## config.mk

```make
export PLATFORM = sky130hd
export DESIGN_NAME = llc_line_loopback_control
export DESIGN_NICKNAME = d
export VERILOG_FILES = /design/src/core/llc_pkg.sv /design/src/core/llc_line_loopback_control.sv
export SDC_FILE = /design/constraint.sdc
export NUM_CORES = 1
export LEC_CHECK = 0
export BUFFER_PORTS_ARGS = -buffer_cell sky130_fd_sc_hd__buf_2
export CORE_MARGIN = 3
export CORE_UTILIZATION = 52
export CTS_CLUSTER_SIZE = 40
export DETAILED_ROUTE_END_ITERATION = 6
export GPL_TIMING_DRIVEN = 0
export PLACE_DENSITY = 0.85
export SLEW_MARGIN = 25
export SYNTH_ARGS = -nofsm -noshare
export SYNTH_HDL_FRONTEND = slang
export SYNTH_SLANG_ARGS = --single-unit
```

## constraint.sdc

```tcl
create_clock -name aclk -period 3.8 [get_ports aclk]
set_clock_uncertainty 0.1 [all_clocks]
set_input_delay 0.76 -clock aclk [delete_from_list [all_inputs] [get_ports aclk]]
set_output_delay 0.76 -clock aclk [all_outputs]
set_load 0.005 [all_outputs]
```

## src/core/llc_pkg.sv

```systemverilog
// Purpose: Shared constants and carriers for the line loopback control block
// Assumes: One channel per instance except the monitor mux, 50 MHz aclk
// Notes: Register word offsets are byte addresses on AXI4-Lite
package llc_pkg;
    // ------------------------------------------------------------
    // Register map
    // ------------------------------------------------------------
    localparam logic [7:0] LOOP_OFFS = 8'h00;
    localparam logic [7:0] PD_OFFS = 8'h04;
    localparam logic [7:0] STAT_OFFS = 8'h08;
    localparam logic [7:0] MON_OFFS = 8'h0c;
    localparam logic [7:0] RX_CONFIG_REG_ZERO_OFFS = 8'h10;
    localparam int ADDR_W = 8;
    // ------------------------------------------------------------
    // Field positions
    // ------------------------------------------------------------
    localparam int ANALOG_BIT = 0;
    localparam int REMOTE_BIT = 1;
    localparam int DIGITAL_BIT = 2;
    localparam int AUTO_BIT = 3;
    localparam int PD_SIDE_BIT = 3;
    localparam int AUTO_ACT_BIT = 7;
    localparam int MON_W = 6;
    localparam int TERM_W = 3;
    localparam logic [2:0] TERM_EXTERNAL = 3'h7;
    // ------------------------------------------------------------
    // Timing
    // ------------------------------------------------------------
    localparam longint HOLD_MS = 5100;
    localparam longint CLK_HZ = 50000000;
    localparam longint HOLD_CYC = (HOLD_MS * CLK_HZ) / 1000 + 1;
    // AXI responses
    localparam logic [1:0] RESP_OKAY = 2'h0;
    localparam logic [1:0] RESP_SLVERR = 2'h2;

    // Auto loop sequencer
    typedef enum logic [2:0] {
        AL_IDLE = 3'b001,
        AL_ARM = 3'b010,
        AL_LOOP = 3'b100
    } llc_al_state_t;

    // Path priority selection for each direction
    typedef enum logic [1:0] {
        SRC_NORMAL = 2'h0,
        SRC_LOOPED = 2'h1,
        SRC_PATTERN = 2'h2,
        SRC_AIS = 2'h3
    } llc_src_t;

    // Steering outputs toward the datapath
    typedef struct packed {
        logic analog_loop;
        logic remote_loop;
        logic digital_loop;
        llc_src_t rx_src;
        llc_src_t tx_src;
        logic rx_ais_inhibit;
        logic tx_ais_inhibit;
        logic tx_pattern_inhibit;
        logic rx_det_on_looped;
        logic tx_det_on_system;
        logic los_on_line;
        logic ignore_tx_clock;
    } llc_steer_t;
endpackage

```

## src/core/llc_line_loopback_control.sv

```systemverilog
// Purpose: Per-channel loopback selection, diagnostic priority and channel 0 monitor
// Assumes: In-band code detect flags arrive synchronous to aclk
// Notes: Registers on AXI4-Lite; answers one cycle after both halves taken
`timescale 1ns/10ps
`default_nettype none

// How it works
// - Analog loop bit loops the channel's line transmit signal back to its receiver.
// - Analog loop keeps transmitting, received line data replaced by looped transmit data.
// - Analog loop forces remote and digital loopback off.
// - Analog loop: receive pattern beats looped data; AIS generation off both ways.
// - Remote loop on when manual bit or automatic remote is active.
// - Receive-side detection plus auto bit: activate code over 5.1 s enters, deactivate leaves.
// - Clearing auto bit ends automatic loop; status bit shows it active.
// - Remote loop sends receive data to shaper, still to system, ignores system tx.
// - Transmit-side detectors keep watching system data in remote loop.
// - Remote: rx pattern beats AIS, tx pattern beats looped, tx AIS off.
// - Digital loop on when manual bit or automatic digital is active.
// - Transmit-side detection plus auto bit: codes over 5.1 s enter or leave.
// - Digital loop feeds transmit data to decoder; LOS and AIS watch line.
// - Digital: rx pattern over looped, tx pattern over looped over AIS, rx AIS off.
// - Dual loop is manual remote plus manual or auto digital; no auto remote then.
// - Dual loop sends nothing outward; rx detectors watch looped data, LOS the line.
// - Both manual: rx pattern over digital loop, tx remote loop over pattern, no AIS.
// - Manual remote plus auto digital: rx pattern over loop; no AIS, no tx pattern.
// - Six-bit monitor select routes another channel into channel 0 when nonzero.
// - Monitoring forces channel 0 external termination; its recovery watches monitored signal.
// - Monitoring channel 0 may take remote loopback to retransmit monitored signal.
module llc_line_loopback_control #(
    parameter int CHANNELS = 16,
    parameter int IS_CHAN0 = 1,
    parameter longint HOLD_CYCLES = llc_pkg::HOLD_CYC
) (
    // Clock and reset
    input wire logic aclk,
    input wire logic aresetn,
    // AXI4-Lite write
    input wire logic [llc_pkg::ADDR_W-1:0] s_axi_awaddr,
    input wire logic s_axi_awvalid,
    output logic s_axi_awready,
    input wire logic [31:0] s_axi_wdata,
    input wire logic [3:0] s_axi_wstrb,
    input wire logic s_axi_wvalid,
    output logic s_axi_wready,
    output logic [1:0] s_axi_bresp,
    output logic s_axi_bvalid,
    input wire logic s_axi_bready,
    // AXI4-Lite read
    input wire logic [llc_pkg::ADDR_W-1:0] s_axi_araddr,
    input wire logic s_axi_arvalid,
    output logic s_axi_arready,
    output logic [31:0] s_axi_rdata,
    output logic [1:0] s_axi_rresp,
    output logic s_axi_rvalid,
    input wire logic s_axi_rready,
    // In-band code detector flags
    input wire logic inband_loop_code_activate,
    input wire logic inband_loop_code_deactivate,
    // Channel 0 monitor sources, one per channel
    input wire logic [2*CHANNELS-1:0] mon_rx_pair,
    input wire logic [2*CHANNELS-1:0] mon_tx_pair,
    input wire logic [1:0] line_rx_pair,
    // Steering and monitor outputs
    output llc_pkg::llc_steer_t steer,
    output logic [1:0] chan0_rx_input,
    output logic [llc_pkg::TERM_W-1:0] rx_termination,
    output logic monitor_active
);
    // ------------------------------------------------------------
    // Registers
    // ------------------------------------------------------------
    logic analog_loop_en_r, remote_loop_en_r, digital_loop_en_r, auto_loop_en_r;
    logic pattern_detect_side_r;
    logic [llc_pkg::MON_W-1:0] monitor_select_r;
    logic [llc_pkg::TERM_W-1:0] rx_term_r;
    llc_pkg::llc_al_state_t al_state_r, al_state_nxt;
    logic [39:0] hold_cnt_r;
    logic auto_loop_active;
    logic auto_remote, auto_digital, remote_on, digital_on;

    // ------------------------------------------------------------
    // AXI4-Lite slave
    // ------------------------------------------------------------
    logic aw_held_r, w_held_r;
    logic [llc_pkg::ADDR_W-1:0] awaddr_r;
    logic [31:0] wdata_r;
    logic [3:0] wstrb_r;
    logic do_write;

    function automatic logic mapped(input logic [llc_pkg::ADDR_W-1:0] a);
        mapped = (a == llc_pkg::LOOP_OFFS) || (a == llc_pkg::PD_OFFS) ||
                 (a == llc_pkg::STAT_OFFS) || (a == llc_pkg::MON_OFFS) ||
                 (a == llc_pkg::RX_CONFIG_REG_ZERO_OFFS);
    endfunction

    assign s_axi_awready = !aw_held_r && !s_axi_bvalid;
    assign s_axi_wready = !w_held_r && !s_axi_bvalid;
    assign do_write = aw_held_r && w_held_r && !s_axi_bvalid;

    always_ff @(posedge aclk) begin
        if (!aresetn) begin
            aw_held_r <= 1'b0;
            w_held_r <= 1'b0;
            awaddr_r <= '0;
            wdata_r <= '0;
            wstrb_r <= '0;
            s_axi_bvalid <= 1'b0;
            s_axi_bresp <= llc_pkg::RESP_OKAY;
        end else begin
            if (s_axi_awvalid && s_axi_awready) begin
                aw_held_r <= 1'b1;
                awaddr_r <= s_axi_awaddr;
            end
            if (s_axi_wvalid && s_axi_wready) begin
                w_held_r <= 1'b1;
                wdata_r <= s_axi_wdata;
                wstrb_r <= s_axi_wstrb;
            end
            if (do_write) begin
                aw_held_r <= 1'b0;
                w_held_r <= 1'b0;
                s_axi_bvalid <= 1'b1;
                s_axi_bresp <= mapped(awaddr_r) ? llc_pkg::RESP_OKAY : llc_pkg::RESP_SLVERR;
            end else if (s_axi_bvalid && s_axi_bready) begin
                s_axi_bvalid <= 1'b0;
            end
        end
    end

    // Control bits live in byte lane 0, so only that strobe writes them
    always_ff @(posedge aclk) begin
        if (!aresetn) begin
            analog_loop_en_r <= 1'b0;
            remote_loop_en_r <= 1'b0;
            digital_loop_en_r <= 1'b0;
            auto_loop_en_r <= 1'b0;
            pattern_detect_side_r <= 1'b0;
            monitor_select_r <= '0;
            rx_term_r <= '0;
        end else if (do_write && wstrb_r[0]) begin
            unique case (awaddr_r)
                llc_pkg::LOOP_OFFS: begin
                    analog_loop_en_r <= wdata_r[llc_pkg::ANALOG_BIT];
                    remote_loop_en_r <= wdata_r[llc_pkg::REMOTE_BIT];
                    digital_loop_en_r <= wdata_r[llc_pkg::DIGITAL_BIT];
                    auto_loop_en_r <= wdata_r[llc_pkg::AUTO_BIT];
                end
                // Side changes are the AXI master's duty to avoid while looped
                llc_pkg::PD_OFFS: pattern_detect_side_r <= wdata_r[llc_pkg::PD_SIDE_BIT];
                llc_pkg::MON_OFFS: begin
                    if (IS_CHAN0 != 0) begin
                        monitor_select_r <= wdata_r[llc_pkg::MON_W-1:0];
                    end
                end
                llc_pkg::RX_CONFIG_REG_ZERO_OFFS: rx_term_r <= wdata_r[llc_pkg::TERM_W-1:0];
                default: ;
            endcase
        end
    end

    always_ff @(posedge aclk) begin
        if (!aresetn) begin
            s_axi_arready <= 1'b0;
            s_axi_rvalid <= 1'b0;
            s_axi_rdata <= '0;
            s_axi_rresp <= llc_pkg::RESP_OKAY;
        end else begin
            s_axi_arready <= 1'b0;
            if (s_axi_rvalid && s_axi_rready) begin
                s_axi_rvalid <= 1'b0;
            end else if (s_axi_arvalid && !s_axi_rvalid && !s_axi_arready) begin
                s_axi_arready <= 1'b1;
                s_axi_rvalid <= 1'b1;
                s_axi_rresp <= mapped(s_axi_araddr) ? llc_pkg::RESP_OKAY : llc_pkg::RESP_SLVERR;
                s_axi_rdata <= '0;
                unique case (s_axi_araddr)
                    llc_pkg::LOOP_OFFS: begin
                        s_axi_rdata[llc_pkg::ANALOG_BIT] <= analog_loop_en_r;
                        s_axi_rdata[llc_pkg::REMOTE_BIT] <= remote_loop_en_r;
                        s_axi_rdata[llc_pkg::DIGITAL_BIT] <= digital_loop_en_r;
                        s_axi_rdata[llc_pkg::AUTO_BIT] <= auto_loop_en_r;
                    end
                    llc_pkg::PD_OFFS: s_axi_rdata[llc_pkg::PD_SIDE_BIT] <= pattern_detect_side_r;
                    llc_pkg::STAT_OFFS: s_axi_rdata[llc_pkg::AUTO_ACT_BIT] <= auto_loop_active;
                    llc_pkg::MON_OFFS: s_axi_rdata[llc_pkg::MON_W-1:0] <= monitor_select_r;
                    llc_pkg::RX_CONFIG_REG_ZERO_OFFS: s_axi_rdata[llc_pkg::TERM_W-1:0] <= rx_term_r;
                    default: ;
                endcase
            end
        end
    end

    // ------------------------------------------------------------
    // Automatic loop sequencer, one per channel
    // ------------------------------------------------------------
    // A code must persist for the whole hold time; any gap restarts the count
    logic code_seen, hold_done;
    assign code_seen = (al_state_r == llc_pkg::AL_LOOP) ? inband_loop_code_deactivate
                                                        : inband_loop_code_activate;
    assign hold_done = (hold_cnt_r >= 40'(HOLD_CYCLES - 1));

    always_comb begin
        al_state_nxt = al_state_r;
        unique case (al_state_r)
            llc_pkg::AL_IDLE: if (code_seen) al_state_nxt = llc_pkg::AL_ARM;
            llc_pkg::AL_ARM: begin
                if (!code_seen) al_state_nxt = llc_pkg::AL_IDLE;
                else if (hold_done) al_state_nxt = llc_pkg::AL_LOOP;
            end
            llc_pkg::AL_LOOP: if (code_seen && hold_done) al_state_nxt = llc_pkg::AL_IDLE;
            default: al_state_nxt = llc_pkg::AL_IDLE;
        endcase
        if (!auto_loop_en_r) al_state_nxt = llc_pkg::AL_IDLE;
        // Detector sits inside the digital loop, so no automatic remote is possible
        if (!pattern_detect_side_r && digital_loop_en_r) begin
            al_state_nxt = llc_pkg::AL_IDLE;
        end
    end

    always_ff @(posedge aclk) begin
        if (!aresetn) begin
            al_state_r <= llc_pkg::AL_IDLE;
            hold_cnt_r <= '0;
        end else begin
            al_state_r <= al_state_nxt;
            if (al_state_nxt != al_state_r || !code_seen) hold_cnt_r <= '0;
            else if (!hold_done) hold_cnt_r <= hold_cnt_r + 40'h1;
        end
    end

    // ------------------------------------------------------------
    // Loop selection and priority
    // ------------------------------------------------------------
    assign auto_loop_active = (al_state_r == llc_pkg::AL_LOOP);
    // Auto remote needs the detector outside the digital loop
    assign auto_remote = auto_loop_active && !pattern_detect_side_r &&
                         !digital_loop_en_r;
    assign auto_digital = auto_loop_active && pattern_detect_side_r;
    assign remote_on = !analog_loop_en_r &&
                       (remote_loop_en_r || auto_remote);
    assign digital_on = !analog_loop_en_r &&
                        (digital_loop_en_r || auto_digital);

    always_comb begin
        steer = '0;
        steer.analog_loop = analog_loop_en_r;
        steer.remote_loop = remote_on;
        steer.digital_loop = digital_on;
        steer.rx_src = llc_pkg::SRC_PATTERN;
        steer.tx_src = llc_pkg::SRC_PATTERN;
        steer.los_on_line = 1'b1;
        steer.tx_det_on_system = 1'b1;
        if (analog_loop_en_r) begin
            steer.tx_src = llc_pkg::SRC_PATTERN;
            steer.rx_src = llc_pkg::SRC_PATTERN;
            steer.rx_ais_inhibit = 1'b1;
            steer.tx_ais_inhibit = 1'b1;
        end else if (remote_on && digital_on) begin
            steer.rx_det_on_looped = 1'b1;
            steer.ignore_tx_clock = 1'b1;
            steer.rx_ais_inhibit = 1'b1;
            steer.tx_ais_inhibit = 1'b1;
            steer.tx_src = llc_pkg::SRC_LOOPED;
            steer.tx_pattern_inhibit = auto_digital && !digital_loop_en_r;
        end else if (remote_on) begin
            steer.ignore_tx_clock = 1'b1;
            steer.tx_src = llc_pkg::SRC_PATTERN;
            steer.rx_src = llc_pkg::SRC_PATTERN;
            steer.tx_ais_inhibit = 1'b1;
        end else if (digital_on) begin
            steer.rx_det_on_looped = 1'b1;
            steer.rx_src = llc_pkg::SRC_PATTERN;
            steer.tx_src = llc_pkg::SRC_PATTERN;
            steer.rx_ais_inhibit = 1'b1;
        end
    end

    // ------------------------------------------------------------
    // Channel 0 monitoring
    // ------------------------------------------------------------
    // Codes 1..15 pick a receiver, 16..31 a transmitter; taps only, never drives
    logic [4:0] mon_idx;
    always_comb begin
        mon_idx = monitor_select_r[4:0];
        monitor_active = (IS_CHAN0 != 0) && (monitor_select_r != '0);
        chan0_rx_input = line_rx_pair;
        if (monitor_active && (32'(mon_idx[3:0]) < CHANNELS)) begin
            if (mon_idx[4]) chan0_rx_input = mon_tx_pair[2*mon_idx[3:0] +: 2];
            else chan0_rx_input = mon_rx_pair[2*mon_idx[3:0] +: 2];
        end
        rx_termination = monitor_active ? llc_pkg::TERM_EXTERNAL : rx_term_r;
    end

    // ------------------------------------------------------------
    // Checks
    // ------------------------------------------------------------
    property p_analog_kills;
        @(posedge aclk) disable iff (!aresetn)
        analog_loop_en_r |-> !steer.remote_loop && !steer.digital_loop;
    endproperty
    a_analog_kills: assert property (p_analog_kills) else $error("loop beside analog");

    property p_auto_off;
        @(posedge aclk) disable iff (!aresetn)
        $fell(auto_loop_en_r) |=> !auto_loop_active;
    endproperty
    a_auto_off: assert property (p_auto_off) else $error("auto loop kept");

    property p_remote_manual;
        @(posedge aclk) disable iff (!aresetn)
        remote_loop_en_r && !analog_loop_en_r |-> steer.remote_loop;
    endproperty
    a_remote_manual: assert property (p_remote_manual) else $error("remote missing");

    property p_digital_manual;
        @(posedge aclk) disable iff (!aresetn)
        digital_loop_en_r && !analog_loop_en_r |-> steer.digital_loop;
    endproperty
    a_digital_manual: assert property (p_digital_manual) else $error("digital missing");

    property p_enter_after_hold;
        @(posedge aclk) disable iff (!aresetn)
        $rose(auto_loop_active) |-> $past(inband_loop_code_activate) && $past(hold_done);
    endproperty
    a_enter_after_hold: assert property (p_enter_after_hold) else $error("early entry");

    property p_no_auto_remote;
        @(posedge aclk) disable iff (!aresetn)
        digital_loop_en_r && !remote_loop_en_r && !analog_loop_en_r
            |-> steer.remote_loop == 1'b0;
    endproperty
    a_no_auto_remote: assert property (p_no_auto_remote) else $error("auto remote in dig");

    property p_dual_tx;
        @(posedge aclk) disable iff (!aresetn)
        steer.remote_loop && steer.digital_loop
            |-> steer.tx_src == llc_pkg::SRC_LOOPED && steer.rx_ais_inhibit && steer.tx_ais_inhibit;
    endproperty
    a_dual_tx: assert property (p_dual_tx) else $error("dual priority wrong");

    property p_mon_term;
        @(posedge aclk) disable iff (!aresetn)
        monitor_active |-> rx_termination == llc_pkg::TERM_EXTERNAL;
    endproperty
    a_mon_term: assert property (p_mon_term) else $error("termination not external");

    property p_remote_ais;
        @(posedge aclk) disable iff (!aresetn)
        steer.remote_loop && !steer.digital_loop |-> steer.tx_ais_inhibit && !steer.rx_ais_inhibit;
    endproperty
    a_remote_ais: assert property (p_remote_ais) else $error("remote AIS wrong");

    property p_analog_prio;
        @(posedge aclk) disable iff (!aresetn)
        analog_loop_en_r |-> steer.rx_src == llc_pkg::SRC_PATTERN && steer.rx_ais_inhibit &&
            steer.tx_ais_inhibit;
    endproperty
    a_analog_prio: assert property (p_analog_prio) else $error("analog priority wrong");

    property p_digital_prio;
        @(posedge aclk) disable iff (!aresetn)
        steer.digital_loop && !steer.remote_loop
            |-> steer.rx_ais_inhibit && !steer.tx_ais_inhibit && steer.rx_det_on_looped;
    endproperty
    a_digital_prio: assert property (p_digital_prio) else $error("digital priority wrong");

    property p_dual_auto;
        @(posedge aclk) disable iff (!aresetn)
        steer.remote_loop && steer.digital_loop && !digital_loop_en_r
            |-> steer.tx_pattern_inhibit && steer.rx_ais_inhibit && steer.tx_ais_inhibit;
    endproperty
    a_dual_auto: assert property (p_dual_auto) else $error("dual auto priority wrong");

    property p_auto_gone;
        @(posedge aclk) disable iff (!aresetn)
        !pattern_detect_side_r && digital_loop_en_r |=> !auto_loop_active;
    endproperty
    a_auto_gone: assert property (p_auto_gone) else $error("auto remote in digital");

    property p_mon_idle;
        @(posedge aclk) disable iff (!aresetn)
        !monitor_active |-> chan0_rx_input == line_rx_pair && rx_termination == rx_term_r;
    endproperty
    a_mon_idle: assert property (p_mon_idle) else $error("monitor path leaks");

endmodule // llc_line_loopback_control
`default_nettype wire

```

Yosys cells after proc, flatten, opt, wreduce, memory -nomap -nowiden
Cells that the tools add are included.
{"block": "word_totals", "inputBits": 127, "reg_bits": 88, "output_inout_bits": 61, "wordCells": 122}
{"block": "classes", "n_reduce_logical": 52, "mux": 32, "add_sub_neg": 1, "n_eq_ne": 12, "magnitude_cmp": 1, "bitwise": 2, "n_shift": 2}
{"operator": "32-bit by 6-bit variable part select with 2-bit output", "count": 2}
{"operator": "40-bit by 1-bit adder with 40-bit output (second input constant)", "count": 1}
{"operator": "40-bit by 28-bit >= comparator with 1-bit output (second input constant)", "count": 1}
{"operator": "8-bit by 4-bit equality test with 1-bit output (second input constant)", "count": 4}
{"operator": "3-bit two-way mux", "count": 7}
{"operator": "1-bit logical AND", "count": 20}
{"operator": "3-bit case mux with 3 select lines", "count": 2}
{"operator": "8-bit by 3-bit equality test with 1-bit output (second input constant)", "count": 2}
{"operator": "8-bit by 5-bit equality test with 1-bit output (second input constant)", "count": 2}
{"operator": "8-bit logical NOT", "count": 2}
{"operator": "1-bit two-way mux", "count": 14}
{"operator": "2-bit two-way mux", "count": 6}
{"operator": "1-bit logical OR", "count": 11}
{"operator": "2-bit AND reduction", "count": 5}
{"operator": "1-bit logical NOT", "count": 9}
{"operator": "6-bit two-way mux", "count": 1}
{"operator": "6-bit nonzero test", "count": 1}
{"operator": "2-bit OR reduction", "count": 3}
{"operator": "4-bit two-way mux", "count": 1}
{"operator": "3-bit by 1-bit equality test with 1-bit output (second input constant)", "count": 1}
{"operator": "3-bit by 2-bit equality test with 1-bit output (second input constant)", "count": 1}
{"operator": "3-bit equality test (second input constant)", "count": 1}
{"operator": "3-bit != test", "count": 1}
{"operator": "1-bit case mux with 3 select lines", "count": 1}
{"operator": "2 further kinds", "count": 3}

Longest topological paths before layout
{"block": "depth", "ltp_word": 10, "ltp_mapped": 7}

Worst setup path after synthesis
Ideal clock, no wire load.
{"block": "synth_path", "kind": "in2out", "startpoint": "input port mon_tx_pair[15]", "endpoint": "output port chan0_rx_input[1]", "arrival_ns": 1.990, "path_stages": 3, "required_ns": 2.940, "path_slack_ns": 0.950, "cell_sequence": "mux4_2 mux4_2 a221o_1"}
{"block": "synth_via", "elab_chain_cells": 3}
{"element": "from (decl)", "line": "llc_line_loopback_control.sv:61", "source": "input wire logic [2*CHANNELS-1:0] mon_tx_pair,"}
{"element": "32-bit by 6-bit variable part select with 2-bit output", "line": "llc_line_loopback_control.sv:288", "source": "if (mon_idx[4]) chan0_rx_input = mon_tx_pair[2*mon_idx[3:0] +: 2];"}
{"element": "2-bit two-way mux", "line": "llc_line_loopback_control.sv:288"}
{"element": "2-bit two-way mux", "line": "llc_line_loopback_control.sv:287", "source": "if (monitor_active && (32'(mon_idx[3:0]) < CHANNELS)) begin"}
{"element": "to (decl)", "line": "llc_line_loopback_control.sv:65", "source": "output logic [1:0] chan0_rx_input,"}
No other way between the ends.

Worst setup path in the final report
{"block": "layout_path", "startpoint": "register monitor_select_r[0] in the netlist's numbering", "endpoint": "output port chan0_rx_input[1]"}
{"block": "layout_via", "elab_chain_cells": 3, "elab_cells_between_ends": 5, "classes_between": "2 x shift; 2 x mux; 1 x reduce/logical"}
{"element": "from (decl)", "line": "llc_line_loopback_control.sv:74", "source": "logic [llc_pkg::MON_W-1:0] monitor_select_r;"}
{"element": "from (signal assigned)", "line": "llc_line_loopback_control.sv:152", "source": "monitor_select_r <= wdata_r[llc_pkg::MON_W-1:0];"}
{"element": "32-bit by 6-bit variable part select with 2-bit output, on equally long branches", "line": "llc_line_loopback_control.sv:289, llc_line_loopback_control.sv:288"}
{"element": "2-bit two-way mux", "line": "llc_line_loopback_control.sv:288"}
{"element": "2-bit two-way mux (*)", "line": "llc_line_loopback_control.sv:287"}
Mark *: on every way between the ends. The rest lies on a longest branch, timed or not.

==> impl_results.md <==
* RePlAce Congestion at roughly 0.87
* Initial DRC Count at 215
* Post-DP HPWL at between 9000 and 10000 um
* Netlist Area Pre-Place at 4590 um2
* Buffers added on ports at approximately 130
* Post-Place Cells at between 700 and 800
* CP Capture Type: output port
* Via count at 4344
* DRT Wirelength at between 10000 and 15000 um
* Relative slew slack at between 40% and 50%
* Core area at about 8400 um2
* # diodes at 0
* Fraction of registers with async set/reset at 0%
* Number of setup buffers added after CTS at 0
* Power share of the combinational group at between 10% and 20%
* GRT Total Usage at around a quarter
* Register area at 1720 um2
* Initial DRT Pass Iterations at 5
* Die area at ~10000 um2
* Fin crit share at about 92%
* Count of cell types in the netlist at between 40 and 50
* Die height at between 90 and 100 um
* Max-slew violations at 0
* Clock power share at about two fifths
* Final non-filler cell total at 807
* Die X at between 90 and 100 um
* Pleak at ~2.5 nW
* Cts hold-fix bufs at 0
* Clock buffer count from CTS at 9
* Largest net degree at the start of global routing at 15
* Sequential cell area fraction in the yosys report at approximately 38%
* Crit-path max cell delay at about 470 ps
* Worst hold path type: flip-flop to flip-flop
* FILL cells at between 600 and 700
* Initial core utilization at between 50% and 60%
* First-pass GRT wire length at between 15000 and 20000 um
* Wire length per cell at roughly 15 um
* Final setup violation count at 0
* Peak VDD IR at 0.249 mV
* CP max FO at 10
* Share of cells above drive strength 1 at between 20% and 30%
* Critical Path RT at between 2000 and 3000 ps
* FP Rows at 33
* CTS Buffer Depth at 2
* Later-pin clock latency in the skew report at ~360 ps
* Sw Ratio at between 20% and 30%
* Critical path class: flip-flop to output port
* Fin. Hold Viols at 0
* Delay-heaviest family, CP: buffers and inverters
* Clock Pin Slew Worst Setup and Hold Paths at ~90 ps
* Most used flip-flop cell after synthesis: dfxtp_1
* Switch Pwr at around 0.44 mW
* Setup_tns at 0 ps
* Antenna violations before repair at 0
* Sequential Power Share at roughly 51%
* CP arrival at ~2600 ps
* Min cycle time layout at ~3500 ps
* CTS tree: yes
* Root buf cell: clkbuf_8
* Syn-to-layout area delta at 23.9%
* Final #Nets at 826
* Mapped Avg Cell Area at 8.64 um2
* Peak Freq at ~0.29 GHz
* I/O pin total at between 150 and 200
* Power Dens Cells at around 330 nW/um2
* # H-tree levels at 3
* Vias in the first global route at between 4000 and 5000
* Max-cap viol count at 0
* Post-route ant nets at 0
* Critical path's most frequent cell: clkbuf_1
* Worst Tran Pin Value at approximately 860 ps
* Area occupied by multi-input gates at 2530 um2
* RSZ-0062 raised after global routing: no
* Status: finished clean
* Synth Instances at roughly 530
* Vias per inst at approximately 5.4
* Synth Warn # at 0
* Post_cts resized at 0
* #FFs+latches synth at between 80 and 90
* CP startpoint kind: flip-flop
* Remaining Overflow, GRT at 0
* Clock sink total at 86
* Cells along the critical path: clkbuf_1 -> clkbuf_1 -> mux4_2 -> mux2i_1 -> o22ai_1 -> a221o_1 -> buf_2
* EDFF count, synth at 0
* Crit path buf inv count at 3
* Internal cell power at between 1 and 1.5 mW
* Slowest library cell on the worst path: clkbuf_1
* Residual DRC count at 0
## flip-flops by register name, summed over array words and instances, names as in the netlist, 3 cells and up
signal,count
awaddr_r,8
hold_cnt_r,40
s_axi_rdata,7
wdata_r,6
rx_term_r,3
al_state_r,3
monitor_select_r,6
## synth_stat cells, drive strengths merged (2+ instances only)
| library cell | n | share of area (%) |
|---|---|---|
| nor2 | 97 | 7.9 |
| xnor2 | 2 | 0.38 |
| and2 | 4 | 0.55 |
| buf | 44 | 6.7 |
| nor3 | 10 | 1.3 |
| inv | 21 | 1.7 |
| dfxtp | 86 | 38 |
| conb | 2 | 0.16 |
| or4 | 5 | 0.90 |
| xor2 | 23 | 4.4 |
| mux2i | 29 | 6.3 |
| a31oi | 2 | 0.27 |
| nand4b | 6 | 1.1 |
| a21oi | 20 | 2.2 |
| and4 | 2 | 0.38 |
| nand2 | 42 | 3.4 |
| nor4 | 6 | 0.82 |
| mux4 | 18 | 8.8 |
| a221o | 2 | 0.44 |
| a211oi | 6 | 0.98 |
| nand4 | 12 | 1.6 |
| ha | 2 | 0.55 |
| o21ai | 9 | 0.98 |
| clkbuf | 16 | 1.3 |
| nand2b | 11 | 1.5 |
| nor2b | 2 | 0.27 |
| o22ai | 2 | 0.27 |
| or3 | 2 | 0.27 |
| nand3 | 28 | 3.2 |
| and3 | 6 | 0.82 |
| nor3b | 3 | 0.60 |
## per-layer routing
layer	track usage [%]	part of all wire, %
met4	8.51	2.7
met2	45.2	53
met5	0	0
met1	25.9	37
met3	5.70	7.2
## power by group through the flow
stage	sequential [mW]	clock, mW	combinational (mW)
after floorplan	0.955	0	0.114
after global placement	0.957	0	0.189
after detailed placement	0.958	0	0.195
after CTS	0.937	0.727	0.196
after global routing	0.941	0.768	0.218
final	0.938	0.722	0.198
## cell usage in the layout (no fill, tap or decap), types with 4 or more instances in the layout
master	count
a211oi_1	6
a21oi_1	20
and2_1	4
and3_1	6
buf_2	134
buf_4	35
clkbuf_1	16
clkbuf_8	10
conb_1	31
dfxtp_1	86
inv_1	21
mux2i_1	29
mux4_2	18
nand2_1	42
nand2b_1	11
nand3_1	27
nand4_1	12
nand4b_1	6
nor2_1	97
nor3_1	9
nor4_1	6
o21ai_0	9
or4_1	4
xor2_1	23
## worst register-to-register path: cells and delay by family (launching register included)
kind	cells	cell delay, ps
flops	1	380
simple gates	2	590
buf+inv	1	230
compound gates	3	790
mux	1	420
## cells by family after synthesis
logic type,Yosys count,share of synthesized area [%]
adders and majority gates,2,0.545
other,2,0.164
AOI/OAI and AO/OA,47,6.27
and+or+nand+nor,240,25.6
muxes,48,15.4
buffers and inverters,81,9.74
xor gates and xnor gates,25,4.77
DFF,86,37.5
## cell type report
cell class                      instances  area share [%]
Timing Repair Buffer                  126            11.1
Tap cell                              105            2.31
Buffer                                 60            6.47
Sequential cell                        86            30.3
Clock buffer                           11            2.49
Multi-Input combinational cell        393            44.5
Inverter                               21            1.39
Clock inverter                          5            1.45
## through the flow
step | worst slack [ps] | cell area, um2 | utilization [%] | total power [mW] | hold WS [ps]
2_1_floorplan | 950 | 4700 | - | 1.07 | 308
3_3_place_gp | 690 | 5460 | 65.1 | 1.15 | 316
3_5_place_dp | 690 | 5460 | 65.1 | 1.15 | 317
4_1_cts | 325 | 5680 | 67.8 | 1.86 | 329
5_1_grt | 177 | 5680 | 67.8 | 1.93 | 344
6_report | 305 | 5680 | 67.8 | 1.86 | 329
## path summary, 6_finish.rpt
check | startpoint | endpoint | slack (ps) | cells after the start
setup / recovery | monitor_select_r[0]$_SDFFE_PN0P_ | chan0_rx_input[1] | 310 | 7
hold / removal | hold_cnt_r[37]$_SDFFE_PP0N_ | hold_cnt_r[37]$_SDFFE_PP0N_ | 330 | 2
setup reg to reg | al_state_r[2]$_SDFF_PN0_ | hold_cnt_r[27]$_SDFFE_PP0N_ | 1240 | 7
hold reg to reg | hold_cnt_r[37]$_SDFFE_PP0N_ | hold_cnt_r[37]$_SDFFE_PP0N_ | 330 | 2
(Power assumes the default switching activity.)
